===== config.mk =====
export PLATFORM = sky130hd
export DESIGN_NAME = icsf_ctrl
export DESIGN_NICKNAME = d
export VERILOG_FILES = /design/src/icsf_pkg.sv /design/src/icsf_ctrl.sv
export VERILOG_INCLUDE_DIRS = /design/src
export SDC_FILE = /design/constraint.sdc
export NUM_CORES = 1
export LEC_CHECK = 0
export BUFFER_PORTS_ARGS = -buffer_cell sky130_fd_sc_hd__buf_2
export CAP_MARGIN = 20
export CORE_UTILIZATION = 49
export CTS_CLUSTER_DIAMETER = 60
export DETAILED_ROUTE_END_ITERATION = 6
export PLACE_DENSITY = 0.88
export REMOVE_ABC_BUFFERS = 1
export SETUP_SLACK_MARGIN = 0.15
export SKIP_LAST_GASP = 1
export SYNTH_ARGS = -nofsm -noshare
export SYNTH_HDL_FRONTEND = slang
export SYNTH_SLANG_ARGS = --single-unit

===== constraint.sdc =====
create_clock -name clk_i -period 5.46 [get_ports clk_i]
set_clock_uncertainty 0.05 [all_clocks]
set_input_delay 0.546 -clock clk_i [delete_from_list [all_inputs] [get_ports clk_i]]
set_output_delay 0.546 -clock clk_i [all_outputs]
set_load 0.01 [all_outputs]

===== src/icsf_cfg.svh =====
// offsets, field positions, reset values and masks for the i2c control block
// assumes inclusion by bare name from the package; the design module uses its macros
`ifndef ICSF_CFG_SVH
`define ICSF_CFG_SVH
`define ICSF_OFF_CTRL 4'h0
`define ICSF_OFF_FRAME 4'h4
`define ICSF_OFF_EVENT 4'h8
`define ICSF_CTRL_RESET 16'h0000
`define ICSF_CTRL_MASK 16'hBFFB
`define ICSF_FRAME_RESET 16'h0000
`define ICSF_B_EN 0
`define ICSF_B_SMB 1
`define ICSF_B_HOST 3
`define ICSF_B_ARP 4
`define ICSF_B_CRC 5
`define ICSF_B_GC 6
`define ICSF_B_NOSTR 7
`define ICSF_B_START 8
`define ICSF_B_STOP 9
`define ICSF_B_ACK 10
`define ICSF_B_POS 11
`define ICSF_B_CRCSEND 12
`define ICSF_B_ALERT 13
`define ICSF_B_SRST 15
`define ICSF_F_MODE 0
`define ICSF_F_IE 1
`define ICSF_F_OLVL 8
`define ICSF_F_ILVL 9
`define ICSF_F_ORISE 10
`define ICSF_F_OFALL 11
`define ICSF_F_IRISE 12
`define ICSF_F_IFALL 13
`endif


===== src/icsf_pkg.sv =====
// types shared by the i2c control block
// assumes the cfg header sits in the same folder
package icsf_pkg;
`include "icsf_cfg.svh"
   typedef struct packed {
      logic start_sent;
      logic addr_done;
      logic header_sent;
      logic stop_seen;
      logic byte_done;
      logic tx_empty;
      logic rx_full;
   } icsf_event_s;
   typedef struct packed {
      logic bus_error;
      logic arb_lost;
      logic over_under;
      logic no_ack;
      logic crc_mismatch;
      logic bus_timeout;
      logic alert;
   } icsf_error_s;
   typedef enum logic [1:0] {ICSF_IDLE, ICSF_ACK} icsf_bus_e;
endpackage : icsf_pkg


===== src/icsf_ctrl.sv =====
// control, frame pin and status logic of a two-wire bus controller
// assumes a classic wishbone master on clk_i, and a transfer engine outside
// that reports events, errors and bus conditions as same-clock pulses/levels
// Notes on behaviour
// - master busy drives frame output pin
// - frame input shares the alert pin
// - frame mode only while mode enabled
// - edge flags and level flags per pin
// - frame interrupt only when enabled
// - event flags for transfer progress
// - error flags, over/under only without stretch
// - soft reset bit holds controller reset
// - alert bit drives alert pin low
// - crc send cleared after send, start/stop, disable
// - ack position bit cleared on disable
// - ack enable bit cleared on disable
// - stop set on timeout, cleared on stop
// - start cleared on start seen, disable
// - stretch disable bit for slave mode
// - general call response enable bit
// - crc calculation enable bit
// - address resolution enable in smbus mode
// - smbus role host or device
// - plain or smbus operation select
// - half-word and word access, reserved fixed
// - peripheral enable, disable clears bits
`timescale 1ns/10ps
module icsf_ctrl
   import icsf_pkg::*;
(
   input wire logic clk_i,
   input wire logic rstn_i,
   input wire logic wb_cyc_i,
   input wire logic wb_stb_i,
   input wire logic wb_we_i,
   input wire logic [3:0] wb_adr_i,
   input wire logic [3:0] wb_sel_i,
   input wire logic [31:0] wb_dat_i,
   output logic [31:0] wb_dat_o,
   output logic wb_ack_o,
   output logic wb_err_o,
   input wire logic master_busy_i,
   input wire logic master_mode_i,
   input wire icsf_event_s event_set_i,
   input wire icsf_event_s event_clr_i,
   input wire icsf_error_s error_set_i,
   input wire logic crc_done_i,
   input wire logic start_seen_i,
   input wire logic stop_seen_i,
   input wire logic alert_pin_i,
   output logic alert_pin_o,
   output logic alert_pin_oe_o,
   output logic frame_out_o,
   output logic frame_irq_o,
   output logic ctrl_reset_o,
   output logic periph_en_o,
   output logic smbus_mode_o,
   output logic host_select_o,
   output logic addr_res_en_o,
   output logic crc_en_o,
   output logic general_call_en_o,
   output logic stretch_dis_o,
   output logic start_req_o,
   output logic stop_req_o,
   output logic ack_en_o,
   output logic ack_pos_o,
   output logic crc_send_o
);
   logic [15:0] control_main;
   logic [15:0] next_ctrl;
   logic [15:0] frame_ctrl_status_reg;
   icsf_event_s ev_flags;
   icsf_error_s er_flags;
   icsf_bus_e bus_st;
   logic in_meta, in_sync, in_prev, out_prev;
   logic req, wr, soft_rst;
   logic [15:0] wmask;

   // wishbone request and lane mask; the mask covers the low half-word only
   assign req = wb_cyc_i && wb_stb_i && (bus_st == ICSF_IDLE);
   assign wr = req && wb_we_i;
   assign wmask = {{8{wb_sel_i[1]}}, {8{wb_sel_i[0]}}};
   assign soft_rst = control_main[`ICSF_B_SRST];

   // bus state: one ack cycle, then ack drops for one cycle
   // a request still standing in the ack cycle is not taken twice
   always_ff @(posedge clk_i)
   begin
      if (!rstn_i)
      begin
         bus_st <= ICSF_IDLE;
      end
      else
      begin
         unique case (bus_st)
            ICSF_IDLE:
            begin
               if (wb_cyc_i && wb_stb_i)
               begin
                  bus_st <= ICSF_ACK;
               end
            end
            ICSF_ACK:
            begin
               bus_st <= ICSF_IDLE;
            end
         endcase
      end
   end

   // mapped offsets answer with ack, others with err
   always_ff @(posedge clk_i)
   begin
      if (!rstn_i)
      begin
         wb_ack_o <= 1'b0;
         wb_err_o <= 1'b0;
         wb_dat_o <= 32'h0000_0000;
      end
      else
      begin
         wb_ack_o <= 1'b0;
         wb_err_o <= 1'b0;
         if (req)
         begin
            wb_dat_o <= 32'h0000_0000;
            unique case (wb_adr_i)
               `ICSF_OFF_CTRL:
               begin
                  wb_ack_o <= 1'b1;
                  wb_dat_o <= {16'h0000, control_main};
               end
               `ICSF_OFF_FRAME:
               begin
                  wb_ack_o <= 1'b1;
                  wb_dat_o <= {16'h0000, frame_ctrl_status_reg};
               end
               `ICSF_OFF_EVENT:
               begin
                  wb_ack_o <= 1'b1;
                  wb_dat_o <= {9'h000, er_flags, 9'h000, ev_flags};
               end
               default: wb_err_o <= 1'b1;
            endcase
         end
      end
   end

   // control next value: software write, then hardware set/clear on top
   always_comb
   begin
      next_ctrl = control_main;
      if (wr && wb_adr_i == `ICSF_OFF_CTRL)
         next_ctrl = ((control_main & ~wmask) | (wb_dat_i[15:0] & wmask))
                     & `ICSF_CTRL_MASK;
      // crc request is spent once sent or once the frame ends
      if (crc_done_i || start_seen_i || stop_seen_i)
      begin
         next_ctrl[`ICSF_B_CRCSEND] = 1'b0;
      end
      // start request is spent when the bus shows a start
      if (start_seen_i)
      begin
         next_ctrl[`ICSF_B_START] = 1'b0;
      end
      // stop request is spent when the bus shows a stop
      if (stop_seen_i)
      begin
         next_ctrl[`ICSF_B_STOP] = 1'b0;
      end
      // a timeout forces a stop; it wins over a stop seen together
      if (error_set_i.bus_timeout)
      begin
         next_ctrl[`ICSF_B_STOP] = 1'b1;
      end
      // hardware clear of the alert request on timeout
      if (error_set_i.bus_timeout)
      begin
         next_ctrl[`ICSF_B_ALERT] = 1'b0;
      end
      // disable clears act on the value about to be stored, so a write
      // that disables and requests at once leaves only the stop and alert requests behind
      if (!next_ctrl[`ICSF_B_EN])
      begin
         next_ctrl[`ICSF_B_START] = 1'b0;
         next_ctrl[`ICSF_B_ACK] = 1'b0;
         next_ctrl[`ICSF_B_POS] = 1'b0;
         next_ctrl[`ICSF_B_CRCSEND] = 1'b0;
      end
   end

   // soft reset bit itself stays writable so software can leave reset
   always_ff @(posedge clk_i)
   begin
      if (!rstn_i)
      begin
         control_main <= `ICSF_CTRL_RESET;
      end
      else
      begin
         control_main <= next_ctrl;
      end
   end

   // frame control: mode enable and interrupt enable are writable
   always_ff @(posedge clk_i)
   begin
      if (!rstn_i || soft_rst)
      begin
         frame_ctrl_status_reg <= `ICSF_FRAME_RESET;
      end
      else
      begin
         // only the two enable bits of the low lane are writable
         if (wr && wb_adr_i == `ICSF_OFF_FRAME && wb_sel_i[0])
         begin
            frame_ctrl_status_reg[`ICSF_F_MODE] <= wb_dat_i[`ICSF_F_MODE];
            frame_ctrl_status_reg[`ICSF_F_IE] <= wb_dat_i[`ICSF_F_IE];
         end
         frame_ctrl_status_reg[`ICSF_F_ILVL] <= in_sync;
         frame_ctrl_status_reg[`ICSF_F_OLVL] <= frame_out_o;
         // edge flags: write 1 clears, new edge wins over clear
         if (wr && wb_adr_i == `ICSF_OFF_FRAME && wb_sel_i[1])
         begin
            if (wb_dat_i[`ICSF_F_ORISE])
            begin
               frame_ctrl_status_reg[`ICSF_F_ORISE] <= 1'b0;
            end
            if (wb_dat_i[`ICSF_F_OFALL])
            begin
               frame_ctrl_status_reg[`ICSF_F_OFALL] <= 1'b0;
            end
            if (wb_dat_i[`ICSF_F_IRISE])
            begin
               frame_ctrl_status_reg[`ICSF_F_IRISE] <= 1'b0;
            end
            if (wb_dat_i[`ICSF_F_IFALL])
            begin
               frame_ctrl_status_reg[`ICSF_F_IFALL] <= 1'b0;
            end
         end
         // edges count only in frame mode; sets come last so they win
         if (frame_ctrl_status_reg[`ICSF_F_MODE])
         begin
            // output pin went high
            if (frame_out_o && !out_prev)
            begin
               frame_ctrl_status_reg[`ICSF_F_ORISE] <= 1'b1;
            end
            // output pin went low
            if (!frame_out_o && out_prev)
            begin
               frame_ctrl_status_reg[`ICSF_F_OFALL] <= 1'b1;
            end
            // input pin went high, seen after the synchroniser
            if (in_sync && !in_prev)
            begin
               frame_ctrl_status_reg[`ICSF_F_IRISE] <= 1'b1;
            end
            // input pin went low, seen after the synchroniser
            if (!in_sync && in_prev)
            begin
               frame_ctrl_status_reg[`ICSF_F_IFALL] <= 1'b1;
            end
         end
      end
   end

   // shared alert/frame input: two stages before any logic reads it
   always_ff @(posedge clk_i)
   begin
      if (!rstn_i)
      begin
         in_meta <= 1'b1;
         in_sync <= 1'b1;
         in_prev <= 1'b1;
         out_prev <= 1'b0;
      end
      else
      begin
         in_meta <= alert_pin_i;
         in_sync <= in_meta;
         in_prev <= in_sync;
         out_prev <= frame_out_o;
      end
   end

   // frame output: busy master while frame mode and peripheral enable are on, registered
   always_ff @(posedge clk_i)
   begin
      if (!rstn_i || soft_rst)
      begin
         frame_out_o <= 1'b0;
      end
      else
      begin
         // one cycle late against busy, traded for a glitch-free pin
         frame_out_o <= frame_ctrl_status_reg[`ICSF_F_MODE]
                        && master_mode_i
                        && master_busy_i
                        && control_main[`ICSF_B_EN];
      end
   end

   // event and error flags: set wins over clear; engine clears events
   always_ff @(posedge clk_i)
   begin
      if (!rstn_i || soft_rst)
      begin
         ev_flags <= '0;
      end
      else
      begin
         ev_flags <= event_set_i | (ev_flags & ~event_clr_i);
      end
   end

   // error flags cleared by writing 1 to their bit position
   always_ff @(posedge clk_i)
   begin
      if (!rstn_i || soft_rst)
      begin
         er_flags <= '0;
      end
      else
      begin
         // a new error in the clearing cycle still lands
         if (wr && wb_adr_i == `ICSF_OFF_EVENT && wb_sel_i[2])
         begin
            er_flags <= (er_flags & ~wb_dat_i[22:16]) | error_set_i;
         end
         else
         begin
            er_flags <= er_flags | error_set_i;
         end
         // over/under has no meaning while the clock may be stretched
         if (!control_main[`ICSF_B_NOSTR])
         begin
            er_flags.over_under <= 1'b0;
         end
      end
   end

   // interrupt from any frame edge flag when enabled
   assign frame_irq_o = frame_ctrl_status_reg[`ICSF_F_IE] &&
                        |frame_ctrl_status_reg[13:10];

   // alert pin is open drain: pull low only while alert bit set
   assign alert_pin_o = 1'b0;
   assign alert_pin_oe_o = control_main[`ICSF_B_ALERT] && !soft_rst;

   // control fields steering the transfer engine
   assign ctrl_reset_o = soft_rst;
   assign periph_en_o = control_main[`ICSF_B_EN];
   assign smbus_mode_o = control_main[`ICSF_B_SMB];
   assign host_select_o = control_main[`ICSF_B_HOST];
   assign addr_res_en_o = control_main[`ICSF_B_ARP] &&
                          control_main[`ICSF_B_SMB];
   assign crc_en_o = control_main[`ICSF_B_CRC];
   assign general_call_en_o = control_main[`ICSF_B_GC];
   assign stretch_dis_o = control_main[`ICSF_B_NOSTR];
   assign start_req_o = control_main[`ICSF_B_START];
   assign stop_req_o = control_main[`ICSF_B_STOP];
   assign ack_en_o = control_main[`ICSF_B_ACK];
   assign ack_pos_o = control_main[`ICSF_B_POS];
   assign crc_send_o = control_main[`ICSF_B_CRCSEND];
endmodule : icsf_ctrl


==> impl_results.md <==
* Tmin final at 2370 ps
* First-pass GRT wire length at 9.71 mm
* Initial antenna violation count at 0
* Worst setup EP type: flop
* Critical path data required time at 5660 ps
* # setup viols final at 0
* Crit Path Max Fanout at 15
* Post-route insts no fill at 444
* LEAKAGE at 1.58 nW
* Fmax at 422 MHz
* Starting Density at 0.525
* Worst ir drop on vdd at 0.000236 V
* Clk sink count at 66
* Slowest stage delay, CP at 840 ps
* Std cell rows at 25
* Placed instance area at 3040 um^2
* WP data arrival at 2580 ps
* Placed Cells at 429
* Core Region at 4850 um^2
* WL final at 6.12 mm
* Vias/cell at 5.17
* Top Ports at 123
* Vias in the first global route at 2,141
* Max Cap Viol at 0
* Layout cells sized above 1 at 0.318
* Post-CTS Setup Bufs at 0
* R2r setup slk at 3500 ps
* Latest clock arrival within the worst-skew pair at 330 ps
* Drt pass-1 iters at 4
* NumNets Final at 445
* Post-synth ARST share at 0
* Die Ht at 74.1 um
* R2R depth at 4
* Crit-path cells: buf_2 > nor4_4 > nand3_1 > mux2i_1 > nor4b_2
* Crit Path Class: input port to flop
* Clk buf depth at 2
* Mapped Cells at 275
* First DRT Iteration DRCs at 87
* DIE WIDTH at 74.1 um
* Pin count of the biggest net entering global routing at 23
* TritonCTS clock tree: built
* Startpoint Class: input port
* RSZ-0062 raised after global routing: false
* Area leader, netlist: dfxtp_1
* Slowest library cell on the worst path: nor4_4
* Sequential-to-total area share from yosys stat at 0.519
* Num CTS Buffers at 9
* Post-cts sizing count at 0
* Hold buffer count at cts at 0
* Synth Flop Type: dfxtp_1
* Slew margin rel. at 0.331
* EDFF count, synth at 0
* Fin crit share at 0.434
* Status: completed
* Post-DP HPWL at 4.50 mm
* Slew Limit Fails at 0
* Diode count at 0
* Worst-Margin Slew at 1000 ps
* Power Dens Cells at 300 nW/um^2
* Post-route ant nets at 0
* Mapped Area at 2550 um^2
* Library cells used by synthesis at 30
* Yosys reg bits at 66
* Worst hold path class: input port to flop
* Hold Vio Cnt, Final at 0
* H-Tree Depth at 3
* Crit Reg-Reg Startpoint: bus_st[0]
* Via count at 2,294
* Final GP Congestion at 0.808
* Critical path startpoint: wb_adr_i[3]
* IO Port Bufs at 99
* Top cells by count, synth: 66 x dfxtp_1, 39 x nor2_1, 20 x a21oi_1, 20 x a22oi_1, 17 x nand2_1
* GRT overflow at 0
* TNS Setup at 0 ps
* Main area contributors after synthesis: dfxtp_1 52%, a22oi_1 5.9%, nor2_1 5.7%
* Synth top area share at 0.519
* Routed len/inst at 13.8 um
* Synth-to-layout area growth at 27.5%
* Die Footprint at 5490 um^2
* Total GRT Usage at 0.240
* Root buffer cell: clkbuf_8
* Clk slew on worst S/H paths at 70 ps
* Number of remaining DRC errors at 0
* Mapped Avg Cell Area at 9.26 um^2
* Synth warnings at 0
* Most common cell in the netlist: dfxtp_1
* Final Instance Area at 3250 um^2
final cells by class:
type,count,area (um^2)
sequential,66,1320
tap,67,83.8
fill,410,1600
clock inverter,2,35.0
clock buffer,13,169
multi-input combinational,181,1080
inverter,15,56.3
timing repair buffer,100,503
kinds of logic (layout without fill, tap and decap cells):
family	count (synthesis)	after routing	share of synthesized area
other cells	1	11	0.00147
simple gates	94	94	0.200
flops	66	66	0.519
mux	15	15	0.0609
buf+inv	38	130	0.0722
compound gates	61	61	0.147
critical path: cells and delay by family:
family / cells / cell delay [ps]
multiplexers: 1 / 250
AND/OR/NAND/NOR: 3 / 1640
buffers and inverters: 1 / 140
where the power goes:
group / internal (W) / total (W) / switching [W]
sequential: 0.000491 / 0.000496 / 0.00000477
clock: 0.000245 / 0.000417 / 0.000171
combinational: 0.0000250 / 0.0000610 / 0.0000360
placed cells by master (no fill, tap or decap), drive strengths merged, types with 4 or more instances in the layout:
cell and count:
and2 4, nor2 39, nand3b 5, conb 11, buf 100, dfxtp 66
a22oi 20, nand2 17, nand4 8, nand3 5, inv 15, mux2i 14
clkbuf 13, a21oi 20, o21ai 16
worst min-delay path by stage:
stage          slack (ps)      end  cells past startpoint    startpoint
3_5_place_dp          350  in_sync                      1       in_meta
5_1_grt               340     flop                      2  start_seen_i
4_1_cts               340  in_meta                      2   alert_pin_i
3_3_place_gp          340  in_sync                      1       in_meta
6_report              350  in_meta                      2   alert_pin_i
2_1_floorplan         340  in_sync                      1       in_meta
per-layer routing:
| layer | GRT usage | part of all wire | up-vias | wire length (um) |
|---|---|---|---|---|
| met5 | 0 | 0 | - | 0 |
| met4 | 0.0897 | 0.013 | 0 | 80 |
| met3 | 0.0718 | 0.062 | 8 | 378 |
| met2 | 0.410 | 0.48 | 86 | 2970 |
| met1 | 0.284 | 0.44 | 1068 | 2690 |
| li1 | - | - | 1132 | - |
metrics by stage:
stage	setup slack, ps	power [W]	hold slack, ps	utilization
6_report	3090	0.000974	345	0.670
2_1_floorplan	3340	0.000531	336	-
4_1_cts	3090	0.000979	345	0.670
5_1_grt	2950	0.00101	342	0.670
3_5_place_dp	2730	0.000567	353	0.628
3_3_place_gp	2800	0.000566	340	0.628
Note: power is estimated with default switching activity, not from simulation.
